==> config.mk <==
export PLATFORM = sky130hd
export DESIGN_NAME = ext_instr_datapath
export DESIGN_NICKNAME = d
export VERILOG_FILES = /design/src/common/ext_dp_pkg.sv /design/src/core/ext_instr_datapath.sv /design/src/core/ext_ahb_front.sv
export SDC_FILE = /design/constraint.sdc
export NUM_CORES = 1
export LEC_CHECK = 0
export BUFFER_PORTS_ARGS = -buffer_cell sky130_fd_sc_hd__buf_2
export CAP_MARGIN = 40
export CORE_ASPECT_RATIO = 1.25
export CORE_MARGIN = 5
export CORE_UTILIZATION = 35
export DETAILED_ROUTE_END_ITERATION = 10
export GPL_TIMING_DRIVEN = 0
export PLACE_DENSITY_LB_ADDON = 0.05
export SYNTH_ARGS = -nofsm -noshare
export SYNTH_HDL_FRONTEND = slang
export SYNTH_HIERARCHICAL = 1
export SYNTH_SLANG_ARGS = --single-unit
==> constraint.sdc <==
create_clock -name hclk -period 9.4 [get_ports hclk]
set_input_delay 0 -clock hclk [delete_from_list [all_inputs] [get_ports hclk]]
set_output_delay 0 -clock hclk [all_outputs]
set_load 0.005 [all_outputs]
==> src/common/ext_dp_pkg.sv <==
// constants and types shared by the extended instruction datapath
package ext_dp_pkg;
  // register byte offsets
  localparam logic [7:0] OFF_CMD = 8'h00;
  localparam logic [7:0] OFF_ACC = 8'h04;
  localparam logic [7:0] OFF_FLAGS = 8'h08;
  localparam logic [7:0] OFF_MEM = 8'h0c;
  localparam logic [7:0] OFF_STATUS = 8'h10;
  localparam logic [7:0] OFF_CYCLES = 8'h14;
  // flag positions inside the flags register
  localparam int unsigned FLAG_C = 0;
  localparam int unsigned FLAG_AC = 1;
  localparam int unsigned FLAG_Z = 2;
  localparam int unsigned FLAG_OV = 3;
  localparam int unsigned FLAG_SC = 4;
  localparam int unsigned FLAG_CZ = 5;
  localparam int unsigned FLAGS_W = 6;
  // command register fields
  localparam int unsigned CMD_OP_LSB = 0;
  localparam int unsigned CMD_OP_W = 5;
  localparam int unsigned CMD_BIT_LSB = 8;
  localparam int unsigned CMD_MODE_BIT = 12;
  // status register bits
  localparam int unsigned STAT_BUSY = 0;
  localparam int unsigned STAT_SKIP = 1;
  localparam int unsigned STAT_MEMWR = 2;
  localparam int unsigned STAT_DUMMY = 3;
  // values after reset
  localparam logic [7:0] ACC_RESET = 8'h00;
  localparam logic [5:0] FLAGS_RESET = 6'h00;
  localparam logic [7:0] MEM_RESET = 8'h00;
  // instruction lengths in clock cycles
  localparam logic [2:0] PLAIN_CYCLES = 3'h2;
  localparam logic [2:0] SKIP_CYCLES = 3'h3;
  // bus codes
  localparam logic [1:0] HTRANS_NONSEQ = 2'h2;
  localparam logic [1:0] HTRANS_SEQ = 2'h3;
  localparam logic [2:0] HSIZE_WORD = 3'h2;

  typedef enum logic [4:0] {
    ext_or_to_accumulator = 5'h00,
    ext_or_to_memory = 5'h01,
    ext_rotate_left = 5'h02,
    ext_rotate_left_to_acc = 5'h03,
    ext_rotate_left_carry = 5'h04,
    ext_rotate_left_carry_to_acc = 5'h05,
    ext_rotate_right = 5'h06,
    ext_rotate_right_to_acc = 5'h07,
    ext_rotate_right_carry = 5'h08,
    ext_rotate_right_carry_to_acc = 5'h09,
    ext_subtract_borrow_to_acc = 5'h0a,
    ext_subtract_borrow_to_mem = 5'h0b,
    ext_subtract_to_acc = 5'h0c,
    ext_subtract_to_mem = 5'h0d,
    ext_decrement_skip_zero = 5'h0e,
    ext_decrement_skip_zero_to_acc = 5'h0f,
    ext_increment_skip_zero = 5'h10,
    ext_increment_skip_zero_to_acc = 5'h11,
    ext_set_byte_or_bit = 5'h12,
    ext_skip_nonzero = 5'h13,
    ext_nibble_swap = 5'h14,
    ext_nibble_swap_to_acc = 5'h15,
    ext_move = 5'h16
  } op_t;

  typedef enum logic [1:0] {
    ST_IDLE = 2'h0,
    ST_CALC = 2'h1,
    ST_COMMIT = 2'h2,
    ST_DUMMY = 2'h3
  } seq_state_t;
endpackage

==> src/core/ext_instr_datapath.sv <==
// extended instruction datapath with ahb-lite register access
//
// Contract
// - OR acc with byte, only zero flag
// - rotate left, bit 7 to 0, flags kept
// - acc rotate variants leave memory untouched
// - rotate left through carry, carry only
// - rotate right, bit 0 to 7, flags kept
// - rotate right through carry, carry only
// - subtract with borrow updates six flags
// - carry clear if negative, else set
// - plain subtract, same six flags
// - decrement to memory, skip on zero
// - skip instructions take three cycles
// - decrement into acc, skip on zero
// - increment to memory, skip on zero
// - increment into acc, skip on zero
// - byte set writes all ones, flags kept
// - bit set forces only selected bit
// - bit test skips when bit is one
// - byte test skips when byte nonzero
// - nibble swap in place, no flags
// - acc nibble swap keeps memory, no flags
// - store move copies acc to memory
`timescale 1ns/10ps
`default_nettype none
module ext_instr_datapath #(
  parameter int unsigned AW = 8
) (
  input wire logic hclk, // core clock
  input wire logic hresetn, // async reset, low
  input wire logic ce, // clock enable, freezes all
  input wire logic hsel, // slave select
  input wire logic [31:0] haddr, // byte address
  input wire logic [1:0] htrans, // transfer type
  input wire logic hwrite, // write when high
  input wire logic [2:0] hsize, // transfer size
  input wire logic [31:0] hwdata, // write data
  input wire logic hready, // bus ready in
  output logic hreadyout, // slave ready
  output logic hresp, // response
  output logic [31:0] hrdata, // read data
  output logic mem_wr_stb, // memory byte written
  output logic [7:0] mem_wdata, // memory byte value
  output logic skip_req, // sequencer drops next op
  output logic dummy_cycle, // inserted dummy cycle
  output logic busy // instruction in flight
);
  typedef struct packed {
    ext_dp_pkg::seq_state_t st;
    logic [31:0] rdata;
    logic [7:0] acc;
    logic [5:0] flags;
    logic [7:0] mem;
    logic [4:0] op;
    logic bit_mode;
    logic [2:0] bit_sel;
    logic [7:0] res;
    logic acc_we;
    logic mem_we;
    logic [5:0] flags_new;
    logic sk_class;
    logic sk_cond;
    logic skip_taken;
    logic mem_written;
    logic [2:0] cycles;
    logic mem_stb;
    logic skip_stb;
  } state_t;

  localparam state_t STATE_RESET = '{
    st: ext_dp_pkg::ST_IDLE,
    acc: ext_dp_pkg::ACC_RESET,
    flags: ext_dp_pkg::FLAGS_RESET,
    mem: ext_dp_pkg::MEM_RESET,
    default: '0
  };

  state_t s_reg;
  state_t s_next;
  logic take_rd;
  logic wr_en;
  logic [AW-1:0] wr_addr;

  ext_ahb_front #(
    .AW(AW)
  ) u_front (
    .hclk(hclk),
    .hresetn(hresetn),
    .ce(ce),
    .hsel(hsel),
    .haddr_lo(haddr[AW-1:0]),
    .htrans(htrans),
    .hwrite(hwrite),
    .hsize(hsize),
    .hready(hready),
    .hreadyout(hreadyout),
    .hresp(hresp),
    .take_rd(take_rd),
    .wr_en(wr_en),
    .wr_addr(wr_addr)
  );

  function automatic logic is_zero(input logic [7:0] v);
    return v == 8'h00;
  endfunction

  function automatic logic [31:0] reg_read(input state_t s,
                                           input logic [AW-1:0] a);
    logic [31:0] v;
    v = 32'h0000_0000;
    case (8'(a))
      ext_dp_pkg::OFF_CMD:
      begin
        v[ext_dp_pkg::CMD_OP_LSB +: ext_dp_pkg::CMD_OP_W] = s.op;
        v[ext_dp_pkg::CMD_BIT_LSB +: 3] = s.bit_sel;
        v[ext_dp_pkg::CMD_MODE_BIT] = s.bit_mode;
      end
      ext_dp_pkg::OFF_ACC: v[7:0] = s.acc;
      ext_dp_pkg::OFF_FLAGS: v[5:0] = s.flags;
      ext_dp_pkg::OFF_MEM: v[7:0] = s.mem;
      ext_dp_pkg::OFF_STATUS:
      begin
        v[ext_dp_pkg::STAT_BUSY] = s.st != ext_dp_pkg::ST_IDLE;
        v[ext_dp_pkg::STAT_SKIP] = s.skip_taken;
        v[ext_dp_pkg::STAT_MEMWR] = s.mem_written;
        v[ext_dp_pkg::STAT_DUMMY] = s.st == ext_dp_pkg::ST_DUMMY;
      end
      ext_dp_pkg::OFF_CYCLES: v[2:0] = s.cycles;
      default: v = 32'h0000_0000;
    endcase
    return v;
  endfunction

  always_comb
  begin
    ext_dp_pkg::op_t op;
    logic [7:0] a;
    logic [7:0] m;
    logic c;
    logic cin;
    logic [8:0] diff;
    logic [4:0] half;
    logic [5:0] sub_f;
    logic [7:0] bmask;
    logic [7:0] r;
    logic [5:0] f;
    logic wa;
    logic wm;
    logic skc;
    logic sk;
    logic [2:0] target;
    op = ext_dp_pkg::op_t'(s_reg.op);
    a = s_reg.acc;
    m = s_reg.mem;
    c = s_reg.flags[ext_dp_pkg::FLAG_C];
    r = 8'h00;
    f = s_reg.flags;
    wa = 1'b0;
    wm = 1'b0;
    skc = 1'b0;
    sk = 1'b0;
    target = ext_dp_pkg::PLAIN_CYCLES;
    bmask = 8'h01 << s_reg.bit_sel;
    // borrow form feeds the carry, plain form feeds a constant one
    cin = (op == ext_dp_pkg::ext_subtract_borrow_to_acc
        || op == ext_dp_pkg::ext_subtract_borrow_to_mem) ? c : 1'b1;
    diff = {1'b0, a} + {1'b0, ~m} + {8'h00, cin};
    half = {1'b0, a[3:0]} + {1'b0, ~m[3:0]} + {4'h0, cin};
    sub_f = s_reg.flags;
    sub_f[ext_dp_pkg::FLAG_C] = diff[8];
    sub_f[ext_dp_pkg::FLAG_AC] = half[4];
    sub_f[ext_dp_pkg::FLAG_Z] = is_zero(diff[7:0]);
    sub_f[ext_dp_pkg::FLAG_OV] = (a[7] ^ m[7]) & (diff[7] ^ a[7]);
    sub_f[ext_dp_pkg::FLAG_SC] = ((a[7] ^ m[7]) & (diff[7] ^ a[7]))
                                 ^ diff[7];
    // the borrow form chains zero across multi-byte subtracts
    sub_f[ext_dp_pkg::FLAG_CZ] = (cin == c && op
        != ext_dp_pkg::ext_subtract_to_acc && op
        != ext_dp_pkg::ext_subtract_to_mem)
        ? (is_zero(diff[7:0]) & s_reg.flags[ext_dp_pkg::FLAG_CZ])
        : is_zero(diff[7:0]);

    unique case (op)
      ext_dp_pkg::ext_or_to_accumulator, ext_dp_pkg::ext_or_to_memory:
      begin
        r = a | m;
        f[ext_dp_pkg::FLAG_Z] = is_zero(r);
        wa = op == ext_dp_pkg::ext_or_to_accumulator;
        wm = op == ext_dp_pkg::ext_or_to_memory;
      end
      ext_dp_pkg::ext_rotate_left, ext_dp_pkg::ext_rotate_left_to_acc:
      begin
        r = {m[6:0], m[7]};
        wa = op == ext_dp_pkg::ext_rotate_left_to_acc;
        wm = !wa;
      end
      ext_dp_pkg::ext_rotate_left_carry,
      ext_dp_pkg::ext_rotate_left_carry_to_acc:
      begin
        r = {m[6:0], c};
        f[ext_dp_pkg::FLAG_C] = m[7];
        wa = op == ext_dp_pkg::ext_rotate_left_carry_to_acc;
        wm = !wa;
      end
      ext_dp_pkg::ext_rotate_right, ext_dp_pkg::ext_rotate_right_to_acc:
      begin
        r = {m[0], m[7:1]};
        wa = op == ext_dp_pkg::ext_rotate_right_to_acc;
        wm = !wa;
      end
      ext_dp_pkg::ext_rotate_right_carry,
      ext_dp_pkg::ext_rotate_right_carry_to_acc:
      begin
        r = {c, m[7:1]};
        f[ext_dp_pkg::FLAG_C] = m[0];
        wa = op == ext_dp_pkg::ext_rotate_right_carry_to_acc;
        wm = !wa;
      end
      ext_dp_pkg::ext_subtract_borrow_to_acc,
      ext_dp_pkg::ext_subtract_borrow_to_mem,
      ext_dp_pkg::ext_subtract_to_acc,
      ext_dp_pkg::ext_subtract_to_mem:
      begin
        r = diff[7:0];
        f = sub_f;
        wa = op == ext_dp_pkg::ext_subtract_borrow_to_acc
          || op == ext_dp_pkg::ext_subtract_to_acc;
        wm = !wa;
      end
      ext_dp_pkg::ext_decrement_skip_zero,
      ext_dp_pkg::ext_decrement_skip_zero_to_acc:
      begin
        r = m - 8'h01;
        wa = op == ext_dp_pkg::ext_decrement_skip_zero_to_acc;
        wm = !wa;
        skc = 1'b1;
        sk = is_zero(r);
      end
      ext_dp_pkg::ext_increment_skip_zero,
      ext_dp_pkg::ext_increment_skip_zero_to_acc:
      begin
        r = m + 8'h01;
        wa = op == ext_dp_pkg::ext_increment_skip_zero_to_acc;
        wm = !wa;
        skc = 1'b1;
        sk = is_zero(r);
      end
      ext_dp_pkg::ext_set_byte_or_bit:
      begin
        r = s_reg.bit_mode ? (m | bmask) : 8'hff;
        wm = 1'b1;
      end
      ext_dp_pkg::ext_skip_nonzero:
      begin
        skc = 1'b1;
        sk = s_reg.bit_mode ? ((m & bmask) != 8'h00) : !is_zero(m);
      end
      ext_dp_pkg::ext_nibble_swap, ext_dp_pkg::ext_nibble_swap_to_acc:
      begin
        r = {m[3:0], m[7:4]};
        wa = op == ext_dp_pkg::ext_nibble_swap_to_acc;
        wm = !wa;
      end
      ext_dp_pkg::ext_move:
      begin
        r = a;
        wm = 1'b1;
      end
      default:
      begin
        // unknown codes run as a two-cycle no-op
        r = 8'h00;
      end
    endcase

    s_next = s_reg;
    s_next.mem_stb = 1'b0;
    s_next.skip_stb = 1'b0;

    unique case (s_reg.st)
      ext_dp_pkg::ST_IDLE:
      begin
        s_next.st = ext_dp_pkg::ST_IDLE;
      end
      ext_dp_pkg::ST_CALC:
      begin
        // operands are frozen, so the result is latched once here
        s_next.res = r;
        s_next.acc_we = wa;
        s_next.mem_we = wm;
        s_next.flags_new = f;
        s_next.sk_class = skc;
        s_next.sk_cond = sk;
        s_next.cycles = s_reg.cycles + 3'h1;
        s_next.st = ext_dp_pkg::ST_COMMIT;
      end
      ext_dp_pkg::ST_COMMIT:
      begin
        if (s_reg.acc_we)
          s_next.acc = s_reg.res;
        if (s_reg.mem_we)
        begin
          s_next.mem = s_reg.res;
          s_next.mem_stb = 1'b1;
          s_next.mem_written = 1'b1;
        end
        s_next.flags = s_reg.flags_new;
        if (s_reg.sk_class && s_reg.sk_cond)
        begin
          s_next.skip_taken = 1'b1;
          s_next.skip_stb = 1'b1;
        end
        s_next.cycles = s_reg.cycles + 3'h1;
        if (s_reg.sk_class)
          target = ext_dp_pkg::SKIP_CYCLES;
        // the dummy cycle covers the fetch of the dropped op
        s_next.st = (s_next.cycles < target) ? ext_dp_pkg::ST_DUMMY
                                             : ext_dp_pkg::ST_IDLE;
      end
      ext_dp_pkg::ST_DUMMY:
      begin
        s_next.cycles = s_reg.cycles + 3'h1;
        s_next.st = ext_dp_pkg::ST_IDLE;
      end
    endcase

    // software writes only land while idle, so no race with commit
    if (wr_en && s_reg.st == ext_dp_pkg::ST_IDLE)
    begin
      case (8'(wr_addr))
        ext_dp_pkg::OFF_CMD:
        begin
          s_next.op = hwdata[ext_dp_pkg::CMD_OP_LSB +: ext_dp_pkg::CMD_OP_W];
          s_next.bit_sel = hwdata[ext_dp_pkg::CMD_BIT_LSB +: 3];
          s_next.bit_mode = hwdata[ext_dp_pkg::CMD_MODE_BIT];
          s_next.skip_taken = 1'b0;
          s_next.mem_written = 1'b0;
          s_next.cycles = 3'h0;
          s_next.st = ext_dp_pkg::ST_CALC;
        end
        ext_dp_pkg::OFF_ACC: s_next.acc = hwdata[7:0];
        ext_dp_pkg::OFF_FLAGS: s_next.flags = hwdata[5:0];
        ext_dp_pkg::OFF_MEM: s_next.mem = hwdata[7:0];
        default: s_next.st = s_reg.st;
      endcase
    end

    // read data taken from the updated copy: a write right before
    // a read of the same register is seen by that read
    if (take_rd)
      s_next.rdata = reg_read(s_next, haddr[AW-1:0]);
  end

  always_ff @(posedge hclk or negedge hresetn)
  begin
    if (!hresetn)
      s_reg <= STATE_RESET;
    else if (ce)
      s_reg <= s_next;
  end

  assign hrdata = s_reg.rdata;
  assign mem_wr_stb = s_reg.mem_stb;
  assign mem_wdata = s_reg.mem;
  assign skip_req = s_reg.skip_stb;
  assign dummy_cycle = s_reg.st == ext_dp_pkg::ST_DUMMY;
  assign busy = s_reg.st != ext_dp_pkg::ST_IDLE;
endmodule // ext_instr_datapath
`default_nettype wire

==> src/core/ext_ahb_front.sv <==
// ahb-lite address phase capture for the datapath registers
`timescale 1ns/10ps
`default_nettype none
module ext_ahb_front #(
  parameter int unsigned AW = 8
) (
  input wire logic hclk, // bus clock
  input wire logic hresetn, // async reset, low
  input wire logic ce, // clock enable
  input wire logic hsel, // slave select
  input wire logic [AW-1:0] haddr_lo, // decoded address bits
  input wire logic [1:0] htrans, // transfer type
  input wire logic hwrite, // write when high
  input wire logic [2:0] hsize, // transfer size
  input wire logic hready, // bus ready in
  output logic hreadyout, // never inserts waits
  output logic hresp, // always okay
  output logic take_rd, // read address phase accepted
  output logic wr_en, // write data phase pending
  output logic [AW-1:0] wr_addr // write data phase address
);
  typedef struct packed {
    logic valid;
    logic write;
    logic [AW-1:0] addr;
  } front_t;

  front_t f_reg;
  front_t f_next;
  logic take;

  // only whole-word transfers reach the registers
  assign take = hsel && hready && (hsize == ext_dp_pkg::HSIZE_WORD)
    && (htrans == ext_dp_pkg::HTRANS_NONSEQ
        || htrans == ext_dp_pkg::HTRANS_SEQ);

  always_comb
  begin
    f_next = f_reg;
    f_next.valid = take;
    f_next.write = hwrite;
    f_next.addr = haddr_lo;
  end

  always_ff @(posedge hclk or negedge hresetn)
  begin
    if (!hresetn)
      f_reg <= '0;
    else if (ce)
      f_reg <= f_next;
  end

  assign take_rd = take && !hwrite;
  assign wr_en = f_reg.valid && f_reg.write;
  assign wr_addr = f_reg.addr;
  assign hreadyout = 1'b1;
  assign hresp = 1'b0;
endmodule // ext_ahb_front
`default_nettype wire

## Word-level counts from Yosys, hierarchy flattened

Index checks and enable logic that the tools add are counted.

- Equal/unequal tests: 40
- Magnitude comparators: 1
- Mux-type cells: 43
- $add $sub $neg: 7
- Shift-type cells: 1
- Bitwise gates (word level): 10
- Reduce and logical (&&, ||, !) cells: 50

Operator list:

| kind | number |
|---|---|
| $pmux W8 S11 | 1 |
| $logic_not A8 Y1 | 7 |
| $eq A5 B4 Y1 const B | 8 |
| $mux W8 | 5 |
| $eq A5 B5 Y1 const B | 7 |
| $eq A8 B4 Y1 const B | 4 |
| $mux W31 | 1 |
| $mux W22 | 1 |
| $eq A5 B3 Y1 const B | 4 |
| $reduce_or A2 Y1 | 10 |
| $pmux W3 S6 | 1 |
| $eq A8 B3 Y1 const B | 2 |
| $eq A8 B5 Y1 const B | 2 |
| $or A8 B8 Y8 | 2 |
| $mux W3 | 4 |
| $mux W1 | 11 |
| $eq A2 B2 Y1 const B | 5 |
| $eq A5 B2 Y1 const B | 2 |
| $logic_not A1 Y1 | 10 |
| $mux W5 | 2 |
| $ne A5 B4 Y1 const B | 2 |
| $pmux W1 S10 | 1 |
| $add A8 B8 Y9 | 1 |
| $add A9 B1 Y9 | 1 |
| other kinds (36) | 58 |

- Bits in registers: 80
- Output and inout bits: 46
- Word-level logic and storage cells: 174

## Depth between registers and ports, before layout

- Depth in word-level cells: 9
- Mapped depth: 17

## Modules after synthesis

Netlist, hierarchy kept.

By module, submodules not included:

| module | times used | sequential area each (um^2) | cells each | area an instance (um^2) |
|---|---|---|---|---|
| ext_instr_datapath | 1 | 1751.7 | 763 | 6063.3 |
| ext_ahb_front | 1 | 250.2 | 38 | 538.0 |

## Worst setup path after synthesis

Ideal clock, no wire load.

- Path type: register to register
- Start: register s_reg[31] in the netlist's numbering
- End: register s_reg[14] in the netlist's numbering
- Buffers on the path: 3
- Clock period less this slack: 3.683 ns
- Library setup time: 0.120 ns
- Slack: 5.717 ns
- Data required time: 9.280 ns
- Data arrival time: 3.562 ns
- Cell stages (with the launch flop): 17
- Path through: dfrtp_1 buf_2 buf_1 clkbuf_1 or4b_2 fa_1 nand2b_1 a211oi_1 o21bai_1 a21oi_1 o21a_1 nor2_1 fa_1 and4b_1 nand4_1 o211ai_1 o211a_1

- Longest elaborated chain between the ends: 8
- Elaborated cells between the ends (all ways): 17
- Classes of those cells: add/sub (1); eq/ne (7); mux (3); bitwise (1); reduce/logical (5)

RTL lines:

| element | line | RTL |
|---|---|---|
| start: declaration | ext_instr_datapath.sv:79 | `state_t s_reg;` |
| start signal: assignment | ext_instr_datapath.sv:360 | `s_reg <= s_next;` |
| $eq A5 B4 Y1 (on tied branches) | ext_instr_datapath.sv:166, ext_instr_datapath.sv:184, ext_instr_datapath.sv:167 |  |
| $logic_or A1 B1 Y1 | ext_instr_datapath.sv:167 | `\|\| op == ext_dp_pkg::ext_subtract_borrow_to_mem) ? c : 1'b1;` |
| $mux W1 | ext_instr_datapath.sv:167 |  |
| $add A9 B1 Y9 / $eq A1 B1 Y1 (equally long branches) | ext_instr_datapath.sv:168, ext_instr_datapath.sv:178 |  |
| $logic_not A8 Y1 / $logic_and A1 B1 Y1 (equally long branches) | ext_instr_datapath.sv:105, ext_instr_datapath.sv:178 |  |
| $and A1 B1 Y1 / $logic_and A1 B1 Y1 (equally long branches) | ext_instr_datapath.sv:181, ext_instr_datapath.sv:179 |  |
| $mux W1 | ext_instr_datapath.sv:181 | `? (is_zero(diff[7:0]) & s_reg.flags[ext_dp_pkg::FLAG_CZ])` |
| $mux W3 * | ext_instr_datapath.sv:184 | `unique case (op)` |

Mark *: on every way between the ends. The rest lies on a longest branch, timed or not.
A chain may end at the register's enable or synchronous reset.

## Worst setup path after layout

- Start: register s_reg[31] in the netlist's numbering
- End: register s_reg[11] in the netlist's numbering

- Longest elaborated chain between the ends: 6
- Elaborated cells between the ends (all ways): 13
- Classes of those cells: add/sub (1); eq/ne (5); mux (2); reduce/logical (5)

RTL lines:

| element | line | RTL |
|---|---|---|
| $eq A5 B4 Y1 (on tied branches) | ext_instr_datapath.sv:166, ext_instr_datapath.sv:184, ext_instr_datapath.sv:167 |  |
| $logic_or A1 B1 Y1 | ext_instr_datapath.sv:167 |  |
| $mux W1 | ext_instr_datapath.sv:167 |  |
| $add A9 B1 Y9 | ext_instr_datapath.sv:168 | `diff = {1'b0, a} + {1'b0, ~m} + {8'h00, cin};` |
| $logic_not A8 Y1 | ext_instr_datapath.sv:105 | `return v == 8'h00;` |
| $pmux W1 S2 * | ext_instr_datapath.sv:184 |  |

Marked as above.

==> impl_metrics.csv <==
group,metric,value,unit
status,outcome,"complete, no violations",
synthesis,ys_async_sr_fraction,100,%
setup_path,slowest_delay,0.76,ns
pwr,p_leak,3.39,nW
worst_hold_path,min_path_type,"primary input to flip-flop",
placement,place_area,7270,um^2
synthesis,yosysMostFrequentCell,"nand2_1",
clocking,cts_buffers,9,
synthesis,syn_avg_cell_area,8.24,um^2
drt,routed_via_density,5.71,
synthesis,yosysSeqAreaShare,30.3,%
synthesis,synth.largest_area_cell,"dfrtp_1",
timing,rsz0062_at_grt,"no",
timing,timing.setup.tns,0,ns
global_routing,grt_use_total,23.2,%
pwr,power,2.04,mW
setup_path,critPathLaunchType,"flip-flop",
clocking,clock_latency,0.36,ns
placement,gp_congestion,0.952,
drt,vias,6508,
drt,drt_iter0_markers,487,
synthesis,syn-cell-area,6600,um^2
setup_path,r2r_start,"s_reg[31]",
finish,finalNetCount,1005,
timing,finClkSkew,0.00993,ns
floorplanning,initial_core_util,35.4,%
clocking,postCtsSetupBuffers,0,
timing,relSlewSlack,37.2,%
clocking,cts_tree,"done",
finish,final_cells,1139,
synthesis,synth-adder-area-share,5.65,%
floorplanning,fp.coreArea,18600,um^2
setup_path,critPathBufInv,3,
timing,finalCritPeriodShare,46.7,%
synthesis,yosys.area_share.simple,20.4,%
floorplanning,die_h,164,um
placement,place_inst,1106,
clocking,clk_path_buf_depth,2,
synthesis,synth_edf_count,0,
finish,design_area,7720,um^2
global_routing,grt_max_degree,43,
timing,drv_slew,0,
placement,port_buffers,51,
finish,area_growth_syn_to_layout,16.9,%
placement,dp_hpwl,19600,um
synthesis,synth_top_family_by_area,"compound AO/OA/AOI/OAI gates",
synthesis,synth_xor_area_share,2.65,%
finish,largest_reg_flops,48,
synthesis,yosysTopAreaCellShare,30.3,%
job,drv_cap,0,
global_routing,antenna_found_initial,0,
global_routing,grt_pass1_wl,38600,um
timing,worst_pin_slew,0.934,ns
clocking,root_buffer,"clkbuf_16",
timing,layout_setup_ws,5.01,ns
floorplanning,die_w,133,um
setup_path,r2r_slack,5.01,ns
synthesis,ys_types,82,
synthesis,synth_common_cells,"nand2_1 (83), dfrtp_1 (80), nor2_1 (72), a21oi_1 (55), buf_4 (50)",
setup_path,required,9.65,ns
finish,drive_above_1_share,19.8,%
clocking,cts_sinks,80,
drt,drtAntennaViolNets,0,
synthesis,yosysWarningCount,6,
finish,antenna_cells,0,
drt,finalWirelength,25200,um
setup_path,r2r_end,"s_reg[11]",
setup_path,cp_data_arrival_time,4.64,ns
synthesis,synth-compound-area-share,22.7,%
setup_path,crit_chain,"buf_2 > buf_1 > clkbuf_1 > or4b_2 > fa_1 > nand2b_1 > a211oi_1 > o21bai_1 > a21oi_1 > o21a_1 > nor2_1 > fa_1 > and4b_1 > nand4_1 > o211ai_1 > o21a_1",
drt,dr.pass1.iters,5,
timing,period_minus_slack,4.39,ns
setup_path,cp_max_fo,10,
worst_hold_path,hold_start,"hwdata[4]",
drt,drc,0,
setup_path,critPathKind,"flip-flop to flip-flop",
timing,timing.fmax,0.228,GHz
finish,utilization,41.4,%
floorplanning,rows,56,
floorplanning,die_area,21700,um^2
timing,setup_viol,0,
worst_hold_path,min_to,"s_reg[33]",
clocking,cts.reportedPaths.clkPinSlew,0.06,ns
clocking,cts_resized,0,
setup_path,critical-path-slowest-cell,"or4b_2",
synthesis,synth.area.top_cells,"dfrtp_1 (30%), buf_4 (5.7%), ha_1 (4.7%)",
synthesis,syn-instance-count,801,
pwr,peakVddDrop,164,uV
global_routing,gr-total-overflow,0,
synthesis,synthMuxAreaShare,7.34,%
clocking,cts_hold_buf,17,
drt,routedWlPerCell,22.1,um
synthesis,ys_seq_elements,80,
setup_path,end_kind,"flip-flop",
floorplanning,num_io_pins,121,
pwr,power.density,265,nW/um^2
clocking,cts-htree-levels,3,
setup_path,rr_worst_depth,16,
global_routing,grt_pass1_vias,6388,
worst_hold_path,hold_path_depth,3,
timing,whs,0.0613,ns
synthesis,synth_ff_type,"dfrtp_1",
setup_path,critical_path.top_delay_family,"simple AND/OR/NAND/NOR gates",
placement,pre_cts_slack,5.03,ns
timing,hold_viol_final,0,
-- per-layer routing --
metal | vias up | track usage [%] | wire [um]
li1 | 3049 | - | -
met1 | 3176 | 28.6 | 10300
met2 | 234 | 40.2 | 12500
met3 | 49 | 3.60 | 1380
met4 | 0 | 10.2 | 1020
met5 | - | 0 | 0
-- layout make-up --
class	instances	area [um^2]
sequential	80	2000
buffer	99	589
clock inverter	7	55.1
tap	232	290
fill	1947	10900
timing repair buffer	71	473
inverter	33	124
multi-input combinational	608	3960
clock buffer	9	225
-- logic make-up (layout without fill, tap and decap cells) --
logic type               Yosys count  count (layout)
AND/OR/NAND/NOR                  262             262
AO/OA/AOI/OAI                    233             233
buffers and inverters            132             219
flip-flops                        80              80
multiplexers                      43              43
adder cells (fa/ha/maj)           28              28
XOR/XNOR                          20              20
other                              3              22
-- placed cells by master (no fill, tap or decap), drive strengths merged, types with 5 or more instances in the layout --
cell / synthesis / routed
a22oi: 8 / 8
a31oi: 26 / 26
mux2: 19 / 19
o21a: 5 / 5
and3: 6 / 6
nor2b: 5 / 5
o211ai: 5 / 5
nor2: 74 / 74
nand2: 83 / 83
dfrtp: 80 / 80
nand4: 10 / 10
nand3b: 7 / 7
dlygate4sd3: 0 / 17
o22ai: 27 / 27
nor3: 16 / 16
xnor2: 16 / 16
conb: 3 / 22
nor4: 8 / 8
buf: 68 / 122
ha: 25 / 25
a221oi: 6 / 6
nand2b: 7 / 7
nand3: 20 / 20
mux2i: 24 / 24
a21oi: 59 / 59
inv: 31 / 34
a211oi: 11 / 11
clkbuf: 31 / 40
o21ai: 45 / 45
-- worst reg2reg max path, cell delays in order (launching register included) --
cell and delay, ns:
dfrtp_1 0.38, buf_2 0.18, buf_1 0.30, clkbuf_1 0.30
or4b_2 0.76, fa_1 0.45, nand2b_1 0.12, a211oi_1 0.10
o21bai_1 0.14, a21oi_1 0.09, o21a_1 0.18, nor2_1 0.12
fa_1 0.50, and4b_1 0.21, nand4_1 0.17, o211ai_1 0.15
o21a_1 0.13
-- worst max path at each step --
stage | startpoint | end | slack (ns) | cells after the start
floorplan | s_reg[31] | s_reg[14] | 5.72 | 16
global placement | s_reg[31] | s_reg[11] | 5.04 | 16
detailed placement | s_reg[31] | s_reg[11] | 5.03 | 16
CTS | s_reg[31] | s_reg[11] | 5.02 | 16
global route | s_reg[31] | s_reg[14] | 4.79 | 16
finish | s_reg[31] | s_reg[11] | 5.01 | 16
-- where the power goes --
group	internal [mW]	leakage (nW)	switching, mW
sequential	0.446	0.985	0.140
clock	0.182	0.133	0.162
combinational	0.442	2.27	0.669
total	1.07	3.39	0.972
Power figures use the tool's default switching activity.
